## src/verilog/act_pkg.sv

```systemverilog
// package: register map, field positions and reset values of the counter/timer
package act_pkg;

	localparam logic [7:0] ACT_OFS_INTCTL = 8'h0B;
	localparam logic [7:0] ACT_OFS_FLAGS = 8'h0C;
	localparam logic [7:0] ACT_OFS_CNT_LO = 8'h0E;
	localparam logic [7:0] ACT_OFS_CNT_HI = 8'h0F;
	localparam logic [7:0] ACT_OFS_CTRL = 8'h10;
	localparam logic [7:0] ACT_OFS_ENABLES = 8'h8C;
	localparam logic [7:0] ACT_OFS_PIN_DATA = 8'h05;
	localparam logic [7:0] ACT_OFS_PIN_DIR = 8'h85;

	localparam int ACT_BIT_GIE = 7;
	localparam int ACT_BIT_PERIPHERAL_IRQ_ENABLE = 6;
	localparam int ACT_BIT_OVF = 0;
	localparam int ACT_BIT_PIN4 = 4;
	localparam int ACT_BIT_PIN5 = 5;

	localparam logic [7:0] ACT_INTCTL_RST = 8'h00;
	localparam logic [7:0] ACT_CTRL_RST = 8'h00;
	localparam logic ACT_FLAG_RST = 1'h0;
	localparam logic ACT_ENABLE_RST = 1'h0;
	localparam logic [1:0] ACT_PIN_DIR_RST = 2'h3;
	localparam logic [1:0] ACT_PIN_OUT_RST = 2'h0;
	localparam logic [7:0] ACT_RDATA_RST = 8'h00;

	// internal phase clock: one count tick per instruction cycle
	localparam logic [1:0] ACT_PHASE_LAST = 2'h3;

	typedef struct packed {
		logic rsvd;
		logic gate_enable;
		logic [1:0] prescale;
		logic timer_osc_enable;
		logic sync_bypass;
		logic count_source_select;
		logic timer_on;
	} act_ctrl_type;

	typedef struct packed {
		logic [7:0] addr;
		logic [7:0] wdata;
		logic wr;
		logic rd;
	} act_bus_type;

endpackage

```

## src/verilog/act_timer.sv

```systemverilog
// 16-bit async counter/timer with crystal enable, pin override and wake logic
`timescale 1ns/1ns

// Notes on behaviour
// RQ1: bypass bit counts external edges without phase alignment
// RQ2: async mode counts through sleep, overflow wakes
// RQ3: count byte reads return a stable value
// RQ4: software stops counter before writing count
// RQ5: osc enable bit turns on crystal oscillator
// RQ6: crystal only usable with internal system clock
// RQ7: osc enabled forces pins 4,5 to input
// RQ8: software waits for oscillator start before counting
// RQ9: sleep counting only in async external mode
// RQ10: wake when on, overflow enable, peripheral enable
// RQ11: global enable also requests the service routine
// RQ12: count bytes not reset, keep through resets
// RQ13: rollover sets sticky overflow flag
module act_timer
	import act_pkg::*;
(
	input wire logic clk_sys,
	input wire logic resetn,
	input wire logic [7:0] reg_addr,
	input wire logic [7:0] reg_wdata,
	input wire logic reg_wr,
	input wire logic reg_rd,
	output logic [7:0] reg_rdata,
	input wire logic ext_clk_in,
	input wire logic sleep_in,
	input wire logic pin4_in,
	input wire logic pin5_in,
	output logic pin4_out,
	output logic pin4_oe,
	output logic pin5_out,
	output logic pin5_oe,
	output logic osc_enable,
	output logic irq,
	output logic wake,
	output logic isr_req
);

	function automatic logic [2:0] pre_mask(input logic [1:0] ps);
		pre_mask = 3'((4'h1 << ps) - 4'h1);
	endfunction

	function automatic logic hit(input act_bus_type b, input logic [7:0] ofs);
		hit = b.wr && (b.addr == ofs);
	endfunction

	act_bus_type bus;
	act_ctrl_type ctrl_r;
	logic [7:0] intctl_r;
	logic flag_r;
	logic ie_r;
	logic [15:0] count_r;
	logic [1:0] dir_r;
	logic [1:0] pin_out_r;
	logic [1:0] phase_r;
	logic [2:0] pre_r;
	logic ext_s1_r;
	logic ext_s2_r;
	logic ext_s3_r;
	logic [1:0] pin_s1_r;
	logic [1:0] pin_s2_r;
	logic pend_r;
	logic [7:0] rdata_r;
	logic irq_r;
	logic wake_r;
	logic isr_r;
	logic osc_r;
	logic [1:0] oe_r;
	logic phase_tick;
	logic ext_rise;
	logic async_mode;
	logic src_evt;
	logic inc;
	logic ovf;
	logic cnt_wr;
	logic wake_cond;
	logic [1:0] pin_rd;
	logic flag_clr;

	assign bus = '{addr: reg_addr, wdata: reg_wdata, wr: reg_wr, rd: reg_rd};

	// input synchronisers
	always_ff @(posedge clk_sys or negedge resetn) begin
		if (!resetn) begin
			ext_s1_r <= 1'b0;
			ext_s2_r <= 1'b0;
			ext_s3_r <= 1'b0;
			pin_s1_r <= 2'b00;
			pin_s2_r <= 2'b00;
		end else begin
			ext_s1_r <= ext_clk_in;
			ext_s2_r <= ext_s1_r;
			ext_s3_r <= ext_s2_r;
			pin_s1_r <= {pin5_in, pin4_in};
			pin_s2_r <= pin_s1_r;
		end
	end

	assign ext_rise = ext_s2_r && !ext_s3_r;

	// internal phase clock stops while the core sleeps
	always_ff @(posedge clk_sys or negedge resetn) begin
		if (!resetn) begin
			phase_r <= 2'b00;
		end else if (!sleep_in) begin
			phase_r <= phase_r + 2'b01;
		end
	end

	assign phase_tick = !sleep_in && (phase_r == ACT_PHASE_LAST);

	// synchronous mode: an edge waits for the next phase tick
	always_ff @(posedge clk_sys or negedge resetn) begin
		if (!resetn) begin
			pend_r <= 1'b0;
		end else if (ext_rise) begin
			pend_r <= 1'b1;
		end else if (phase_tick) begin
			pend_r <= 1'b0;
		end
	end

	assign async_mode = ctrl_r.timer_on && ctrl_r.count_source_select && ctrl_r.sync_bypass;

	always_comb begin
		src_evt = 1'b0;
		if (ctrl_r.timer_on) begin
			if (!ctrl_r.count_source_select) begin
				src_evt = phase_tick;
			end else if (ctrl_r.sync_bypass) begin
				src_evt = ext_rise; // [RQ1] [RQ2] [RQ9]
			end else begin
				src_evt = pend_r && phase_tick; // [RQ9]
			end
		end
	end

	assign cnt_wr = hit(bus, ACT_OFS_CNT_LO) || hit(bus, ACT_OFS_CNT_HI);
	assign inc = src_evt && ((pre_r & pre_mask(ctrl_r.prescale)) == pre_mask(ctrl_r.prescale));
	assign ovf = inc && !cnt_wr && (count_r == 16'hFFFF);

	// prescaler, cleared by any count write
	always_ff @(posedge clk_sys or negedge resetn) begin
		if (!resetn) begin
			pre_r <= 3'b000;
		end else if (cnt_wr) begin
			pre_r <= 3'b000;
		end else if (src_evt) begin
			pre_r <= inc ? 3'b000 : pre_r + 3'b001;
		end
	end

	// count holds its value through reset; unknown until written
	always_ff @(posedge clk_sys) begin
		if (hit(bus, ACT_OFS_CNT_LO)) begin // [RQ12]
			count_r[7:0] <= bus.wdata; // [RQ4]
		end else if (hit(bus, ACT_OFS_CNT_HI)) begin
			count_r[15:8] <= bus.wdata;
		end else if (inc) begin
			count_r <= count_r + 16'h0001;
		end
	end

	// control, interrupt control and enables
	always_ff @(posedge clk_sys or negedge resetn) begin
		if (!resetn) begin
			ctrl_r <= ACT_CTRL_RST;
			intctl_r <= ACT_INTCTL_RST;
			ie_r <= ACT_ENABLE_RST;
		end else begin
			if (hit(bus, ACT_OFS_CTRL)) begin
				ctrl_r <= {1'b0, bus.wdata[6:0]};
			end
			if (hit(bus, ACT_OFS_INTCTL)) begin
				intctl_r <= bus.wdata;
			end
			if (hit(bus, ACT_OFS_ENABLES)) begin
				ie_r <= bus.wdata[ACT_BIT_OVF];
			end
		end
	end

	assign flag_clr = hit(bus, ACT_OFS_FLAGS) && bus.wdata[ACT_BIT_OVF];

	// sticky overflow flag, write one to clear, set wins
	always_ff @(posedge clk_sys or negedge resetn) begin
		if (!resetn) begin
			flag_r <= ACT_FLAG_RST;
		end else if (ovf) begin
			flag_r <= 1'b1; // [RQ13]
		end else if (flag_clr) begin
			flag_r <= 1'b0;
		end
	end

	assign wake_cond = flag_r && ie_r && intctl_r[ACT_BIT_PERIPHERAL_IRQ_ENABLE] && ctrl_r.timer_on;

	always_ff @(posedge clk_sys or negedge resetn) begin
		if (!resetn) begin
			irq_r <= 1'b0;
			wake_r <= 1'b0;
			isr_r <= 1'b0;
		end else begin
			irq_r <= flag_r && ie_r;
			wake_r <= wake_cond; // [RQ10] [RQ2]
			isr_r <= wake_cond && intctl_r[ACT_BIT_GIE]; // [RQ11]
		end
	end

	// pins 4 and 5: oscillator overrides direction and data
	always_ff @(posedge clk_sys or negedge resetn) begin
		if (!resetn) begin
			dir_r <= ACT_PIN_DIR_RST;
			pin_out_r <= ACT_PIN_OUT_RST;
		end else begin
			if (ctrl_r.timer_osc_enable) begin
				dir_r <= 2'b11; // [RQ7]
			end else if (hit(bus, ACT_OFS_PIN_DIR)) begin
				dir_r <= bus.wdata[ACT_BIT_PIN5:ACT_BIT_PIN4];
			end
			if (hit(bus, ACT_OFS_PIN_DATA)) begin
				pin_out_r <= bus.wdata[ACT_BIT_PIN5:ACT_BIT_PIN4];
			end
		end
	end

	always_ff @(posedge clk_sys or negedge resetn) begin
		if (!resetn) begin
			osc_r <= 1'b0;
			oe_r <= 2'b00;
		end else begin
			osc_r <= ctrl_r.timer_osc_enable; // [RQ5]
			oe_r <= ~dir_r & {2{!ctrl_r.timer_osc_enable}}; // [RQ7]
		end
	end

	assign pin_rd = ctrl_r.timer_osc_enable ? 2'b00 : pin_s2_r; // [RQ7]

	// read port, data in the cycle after the strobe
	always_ff @(posedge clk_sys or negedge resetn) begin
		if (!resetn) begin
			rdata_r <= ACT_RDATA_RST;
		end else if (bus.rd) begin
			unique case (bus.addr)
				ACT_OFS_INTCTL: rdata_r <= intctl_r;
				ACT_OFS_FLAGS: rdata_r <= {7'h00, flag_r};
				ACT_OFS_CNT_LO: rdata_r <= count_r[7:0]; // [RQ3]
				ACT_OFS_CNT_HI: rdata_r <= count_r[15:8]; // [RQ3]
				ACT_OFS_CTRL: rdata_r <= ctrl_r;
				ACT_OFS_ENABLES: rdata_r <= {7'h00, ie_r};
				ACT_OFS_PIN_DATA: rdata_r <= {2'b00, pin_rd, 4'h0};
				ACT_OFS_PIN_DIR: rdata_r <= {2'b00, dir_r, 4'h0};
				default: rdata_r <= 8'h00;
			endcase
		end else begin
			rdata_r <= 8'h00;
		end
	end

	assign reg_rdata = rdata_r;
	assign pin4_out = pin_out_r[0];
	assign pin5_out = pin_out_r[1];
	assign pin4_oe = oe_r[0];
	assign pin5_oe = oe_r[1];
	assign osc_enable = osc_r;
	assign irq = irq_r;
	assign wake = wake_r;
	assign isr_req = isr_r;
endmodule
```

## config.mk

```make
export PLATFORM = sky130hd
export DESIGN_NAME = act_timer
export DESIGN_NICKNAME = d
export VERILOG_FILES = /design/src/verilog/act_pkg.sv /design/src/verilog/act_timer.sv
export SDC_FILE = /design/constraint.sdc
export NUM_CORES = 1
export LEC_CHECK = 0
export BUFFER_PORTS_ARGS = -buffer_cell sky130_fd_sc_hd__buf_2
export CORE_MARGIN = 10
export CORE_UTILIZATION = 45
export CTS_CLUSTER_DIAMETER = 50
export CTS_CLUSTER_SIZE = 20
export DETAILED_ROUTE_END_ITERATION = 7
export REMOVE_ABC_BUFFERS = 1
export SETUP_SLACK_MARGIN = 0.02
export SYNTH_ARGS = -nofsm -noshare
export SYNTH_HDL_FRONTEND = slang
export SYNTH_SLANG_ARGS = --single-unit
```

## constraint.sdc

```tcl
create_clock -name clk_sys -period 2.4 [get_ports clk_sys]
set_input_delay 0.48 -clock clk_sys [delete_from_list [all_inputs] [get_ports clk_sys]]
set_output_delay 0.48 -clock clk_sys [all_outputs]
set_load 0.02 [all_outputs]
```

==> impl_metrics.env, run 1 <==
export IMPL_grt_pass1_vias=2461
export IMPL_avgSynthCellArea_um2=11.0
export IMPL_clk_latency_ns=0.35
export IMPL_core_area_um2=6720
export IMPL_antenna_found_initial=0
export IMPL_ctsHtreeMaxLevel=3
export IMPL_worstPathArrival_ns=2.14
export IMPL_finalClockSkew_ns=0.00562
export IMPL_first_pass_iters=4
export IMPL_hold_worst_slack_ns=0.119
export IMPL_dp_hpwl_um=5610
export IMPL_clock_fmax_ghz=0.463
export IMPL_grt_overflow=0
export IMPL_yosys_most_used_dff="dfrtp_1"
export IMPL_clock_path_buffers=2
export IMPL_synthArstFlopShare_pct=75.0
export IMPL_dieHeight_um=103
export IMPL_min_period_ns=2.16
export IMPL_die_width_um=103
export IMPL_grt_max_degree=26
export IMPL_worstReg2RegStart="phase_r[0]$_DFFE_PN0N_"
export IMPL_clockRootBuffer="clkbuf_8"
export IMPL_max_cap_violations=0
export IMPL_max_slew_margin_pct=45.7
export IMPL_power_density_nw_per_um2=653
export IMPL_rrSetupSlack_ns=0.35
export IMPL_syn_area_um2=3070
export IMPL_crit_chain="buf_2, or4_1, nor3_4, nand2_2, a21boi_1"
export IMPL_final_util_pct=55.4
export IMPL_ys_seq_area_share_pct=54.8
export IMPL_tightest_slew_ns=0.812
export IMPL_status="completed"
export IMPL_r2r_cells=6
export IMPL_area_growth_syn_to_layout_pct=21.1
export IMPL_hold_viol=0
export IMPL_numCtsBuffers=9
export IMPL_dieArea_um2=10500
export IMPL_grt_use_total_pct=15.6
export IMPL_peakVddDrop_mv=0.373
export IMPL_hold_class="input pin to asynchronous set/reset pin"
export IMPL_cts_sinks=64
export IMPL_cp_data_required_time_ns=2.38
export IMPL_rows=30
export IMPL_post_drt_wl_per_cell_um=17.7
export IMPL_critical_path_class="input pin to flip-flop"
export IMPL_place_congestion=0.840
export IMPL_critPathCaptureType="flip-flop"
export IMPL_numPortBuffers=39
export IMPL_r2r_end="count_r[13]$_DFFE_PP_"
export IMPL_vias=2353
export IMPL_clk_pin_slew_ns=0.07
export IMPL_crit_path_max_fanout=8
export IMPL_grt_first_pass_wirelength_um=12500
export IMPL_n_antenna_cell=0
export IMPL_period_share_pct=90.0
export IMPL_final_antenna_net_count=0
export IMPL_synth_edf_count=16
export IMPL_critPathLaunchType="input pin"
export IMPL_cts_tree="done"
export IMPL_initial_core_util_pct=45.7
export IMPL_netlist_instances=279
export IMPL_synth_seq_cells=64
export IMPL_viasPerCell=5.45
export IMPL_slowest_stage="a21boi_1"
export IMPL_cpPeakStageDelay_ns=0.63
export IMPL_p_leak_nw=1.64
export IMPL_drtIter0Drc=174
export IMPL_synth_cell_types=51
export IMPL_ioPinCount=40
export IMPL_drc=0
export IMPL_rsz0062_at_grt="false"
export IMPL_post_cts_buffers=0
export IMPL_drive_gt1_share_pct=29.8
export IMPL_fin_nets=374
export IMPL_slew_violations=0
export IMPL_ys_warn_count=0
export IMPL_drt_total_wl_um=7630
export IMPL_setup_violations=0
-- stage by stage --
stage / TNS [ns] / setup WS (ns) / power [mW] / instances / instance area, um2
after floorplan: -3.88 / -0.448 / 1.38 / 271 / 3020
after detailed placement: -3.69 / -0.461 / 1.51 / 416 / 3520
after CTS: 0 / 0.241 / 2.45 / 432 / 3720
final: 0 / 0.239 / 2.43 / 432 / 3720
after global routing: 0 / 0.189 / 2.55 / 432 / 3720
after global placement: -3.15 / -0.394 / 1.50 / 416 / 3520
-- flip-flops by register name, indices dropped and copies added (netlist names), 2 cells and up --
register / flops
pre_r: 3
oe_r: 2
pin_s2_r: 2
count_r: 16
ctrl_r: 7
dir_r: 2
pin_out_r: 2
intctl_r: 8
phase_r: 2
pin_s1_r: 2
reg_rdata: 8
-- power breakdown --
group	switching (mW)	leakage [nW]	internal, mW
Sequential	0.0471	0.777	1.20
Clock	0.446	0.0957	0.500
Combinational	0.123	0.767	0.111
-- placed cells by master (no fill, tap or decap), types with 2 or more instances in the layout --
cell type,n
dfrtp_1,46
buf_2,39
nand2_1,36
nor2_1,30
buf_4,25
a21oi_1,20
edfxtp_1,16
clkbuf_8,10
xor2_1,8
xnor2_1,8
mux2_2,8
mux2_4,8
a22oi_1,7
nand3_1,7
o21ai_0,7
and3_1,6
inv_1,6
a31oi_1,6
nand4_1,6
nor3_1,4
a22o_1,3
and2_1,3
nand2b_1,3
ha_1,3
o21a_1,2
nand3b_1,2
a211o_1,2
clkinvlp_4,2
clkinv_2,2
dfstp_2,2
-- area by class of cell --
class / count / area (um2)
Tap cell: 80 / 100
Sequential cell: 64 / 1680
Multi-Input combinational cell: 201 / 1310
Inverter: 6 / 22.5
Timing Repair Buffer: 65 / 403
Clock buffer: 10 / 138
Fill cell: 602 / 3000
Clock inverter: 6 / 58.8
-- worst max-delay path: cells and delay by family --
| family | cells | cell delay (ns) |
|---|---|---|
| AND/OR/NAND/NOR | 3 | 0.93 |
| AO/OA/AOI/OAI | 1 | 0.63 |
| buffers and inverters | 1 | 0.10 |
-- cell families (layout without fill, tap and decap cells) --
group / after synthesis / count (layout) / share of synthesized area [%]
simple gates: 110 / 110 / 18.2
compound gates: 55 / 55 / 11.6
buf+inv: 14 / 87 / 2.44
flops: 64 / 64 / 54.8
fa+ha+maj: 3 / 3 / 1.22
xor+xnor: 16 / 16 / 4.56
mux: 17 / 17 / 7.17
-- how the worst max path moves through the flow --
stage                                 end  slack, ns  cells after the start         from
floorplan           count_r[10]$_DFFE_PP_      -0.45                      4  reg_addr[5]
global placement     count_r[9]$_DFFE_PP_      -0.39                      5  reg_addr[5]
detailed placement   count_r[9]$_DFFE_PP_      -0.46                      5  reg_addr[5]
CTS                 count_r[14]$_DFFE_PP_       0.24                      5  reg_addr[5]
global route         count_r[8]$_DFFE_PP_       0.19                      5  reg_addr[5]
finish              count_r[13]$_DFFE_PP_       0.24                      5  reg_addr[5]
-- layer usage --
layer  share of wire, %  up-vias  track usage [%]
met5                  0        -                0
met4                1.7        0             6.07
met3                8.0       10             4.42
met2                 46       70             24.8
met1                 44     1132             19.7
li1                   -     1141                -
-- synthesized netlist by cell type, types with 4 or more instances --
library cell / count / area share [%]
nand2_1: 36 / 4.4
dfrtp_1: 46 / 37
a22oi_1: 7 / 1.7
xnor2_1: 8 / 2.3
nand3_1: 7 / 1.1
and3_1: 6 / 1.2
nand4_1: 6 / 1.2
clkbuf_1: 4 / 0.49
nor3_1: 4 / 0.65
a21oi_1: 20 / 3.3
a31oi_1: 6 / 1.2
inv_1: 6 / 0.73
nor2_1: 30 / 3.7
mux2_4: 8 / 3.9
xor2_1: 8 / 2.3
mux2_2: 8 / 2.9
edfxtp_1: 16 / 16
o21ai_0: 7 / 1.1
-- timing repair --
action	in CTS	in global routing
hold endpoints to repair	0	0
setup endpoints to repair	8	0
hold buffers	0	0
resized for setup	1	0
No activity file was read; power rests on OpenSTA's default activity.
==> inputs of run 2 (changes only) <==
--- a/config.mk
+++ b/config.mk
@@ -6,12 +6,12 @@
 export NUM_CORES = 1
 export LEC_CHECK = 0
 export BUFFER_PORTS_ARGS = -buffer_cell sky130_fd_sc_hd__buf_2
+export CAP_MARGIN = 20
 export CORE_MARGIN = 10
 export CORE_UTILIZATION = 45
 export CTS_CLUSTER_DIAMETER = 50
 export CTS_CLUSTER_SIZE = 20
 export DETAILED_ROUTE_END_ITERATION = 7
-export REMOVE_ABC_BUFFERS = 1
 export SETUP_SLACK_MARGIN = 0.02
 export SYNTH_ARGS = -nofsm -noshare
 export SYNTH_HDL_FRONTEND = slang
==> constraint.sdc (replaced) <==
create_clock -name clk_sys -period 2.6 [get_ports clk_sys]
set_input_delay 0.52 -clock clk_sys [delete_from_list [all_inputs] [get_ports clk_sys]]
set_output_delay 0.52 -clock clk_sys [all_outputs]
set_load 0.02 [all_outputs]
==> impl_metrics.env, run 2 (synthesis results as in run 1) <==
export IMPL_clockRootBuffer="clkbuf_8"
export IMPL_clock_path_buffers=2
export IMPL_busiest_layer="met2"
export IMPL_syn_nets=306
export IMPL_antenna_found_initial=0
export IMPL_fin_nets=358
export IMPL_critPathCaptureType="flip-flop"
export IMPL_clock_fmax_ghz=0.462
export IMPL_grt_use_total_pct=15.7
export IMPL_dieHeight_um=103
export IMPL_n_antenna_cell=0
export IMPL_grt_overflow=0
export IMPL_min_period_ns=2.16
export IMPL_numPortBuffers=39
export IMPL_hold_viol=0
export IMPL_cp_data_required_time_ns=2.85
export IMPL_finalClockSkew_ns=0.0135
export IMPL_cts_tree="done"
export IMPL_drt_total_wl_um=7680
export IMPL_largest_register="count_r"
export IMPL_use_met2_pct=23.7
export IMPL_met3_usage_pct=5.43
export IMPL_p_leak_nw=1.58
export IMPL_tightest_slew_ns=0.963
export IMPL_dieArea_um2=10500
export IMPL_worst_hold_path_num_cells=1
export IMPL_hold_class="input pin to flip-flop"
export IMPL_crit_chain="buf_2, or4_1, buf_4, nor4_2, o41ai_2, a31oi_1"
export IMPL_dp_hpwl_um=5570
export IMPL_ctsHoldBuffers=0
export IMPL_grt_first_pass_wirelength_um=12500
export IMPL_die_width_um=103
export IMPL_r2r_end="count_r[14]$_DFFE_PP_"
export IMPL_critPathLaunchType="input pin"
export IMPL_design_area_um2=3610
export IMPL_clk_latency_ns=0.34
export IMPL_placedInstanceArea_um2=3390
export IMPL_post_drt_wl_per_cell_um=18.5
export IMPL_total_power_mw=2.29
export IMPL_max_slew_margin_pct=35.8
export IMPL_post_cts_buffers=0
export IMPL_slew_violations=0
export IMPL_cpPeakStageDelay_ns=0.58
export IMPL_ctsHtreeMaxLevel=3
export IMPL_max_cap_violations=0
export IMPL_hold_end="pin_s1_r[0]$_DFF_PN0_"
export IMPL_viasPerCell=5.43
export IMPL_crit_path_max_fanout=8
export IMPL_place_congestion=0.850
export IMPL_area_growth_syn_to_layout_pct=17.5
export IMPL_rows=30
export IMPL_cts_sinks=64
export IMPL_final_antenna_net_count=0
export IMPL_rrSetupSlack_ns=0.64
export IMPL_layout_common_cells="dfrtp_1, buf_2, nand2_1"
export IMPL_period_share_pct=83.2
export IMPL_setup_violations=0
export IMPL_hold_start="pin4_in"
export IMPL_grtUsageMet1_pct=20.8
export IMPL_slowest_stage="or4_1"
export IMPL_grt_pass1_vias=2334
export IMPL_first_pass_iters=4
export IMPL_worstPathArrival_ns=2.41
export IMPL_critical_path_class="input pin to flip-flop"
export IMPL_status="completed"
export IMPL_nFillCells=606
export IMPL_peakVddDrop_mv=0.545
export IMPL_vias=2257
export IMPL_setup_tns_ns=0
export IMPL_power_density_nw_per_um2=635
export IMPL_numPlacedInstances=400
export IMPL_drtIter0Drc=191
export IMPL_r2r_cells=6
export IMPL_drive_gt1_share_pct=27.1
export IMPL_drc=0
export IMPL_ioPinCount=40
export IMPL_largest_reg_flops=16
export IMPL_initial_core_util_pct=45.7
export IMPL_rsz0062_at_grt="false"
export IMPL_grt_max_degree=43
export IMPL_clk_pin_slew_ns=0.07
export IMPL_final_util_pct=53.8
export IMPL_post_cts_resized=0
export IMPL_final_common_cell="dfrtp_1"
export IMPL_fin_cells=416
export IMPL_worstReg2RegStart="count_r[0]$_DFFE_PP_"
export IMPL_numCtsBuffers=9
export IMPL_core_area_um2=6720
## run 2: layout make-up
| cell class | instances | area (um2) | share of cell area (%) |
|---|---|---|---|
| clock buffers | 9 | 124 | 3.43 |
| well taps | 80 | 100 | 2.77 |
| repair buffers | 49 | 270 | 7.48 |
| inverters | 6 | 22.5 | 0.623 |
| clock inverters | 7 | 93.8 | 2.60 |
| flip-flops and latches | 64 | 1680 | 46.6 |
| multi-input cells | 201 | 1320 | 36.5 |
## run 2: worst max-delay path by stage
stage,startpoint,to,slack (ns),depth (start not counted)
2_1_floorplan,reg_addr[5],count_r[10]$_DFFE_PP_,0.08,6
4_1_cts,reg_addr[5],reg_rdata[6]$_DFF_PN0_,0.47,6
3_5_place_dp,reg_addr[5],reg_rdata[6]$_DFF_PN0_,0.1,6
6_report,reg_addr[5],reg_rdata[6]$_DFF_PN0_,0.44,6
3_3_place_gp,reg_addr[5],reg_rdata[6]$_DFF_PN0_,0.14,6
5_1_grt,reg_addr[5],reg_rdata[6]$_DFF_PN0_,0.42,6
## run 2: per-stage QoR
stage               setup WS, ns  hold WS, ns
floorplan                 0.0810        0.224
global placement           0.142        0.336
detailed placement        0.0984        0.340
CTS                        0.472        0.268
global route               0.421        0.264
finish                     0.437        0.289
## run 2: layer usage
metal  wire, um  vias up
met2       3470       72
met4         51        0
met5          0        -
met1       3540     1076
met3        623        4
li1           -     1105
## run 2: report_power, final
group          switching, mW  leakage, nW  internal [mW]
clock                  0.401        0.114          0.542
sequential            0.0442        0.777           1.11
combinational          0.111        0.686         0.0894
total                  0.557         1.58           1.74
## run 2: critical path: cells and delay by family
kind	cells	cell delay, ns
simple gates	2	1.07
compound gates	2	0.50
buf+inv	2	0.32
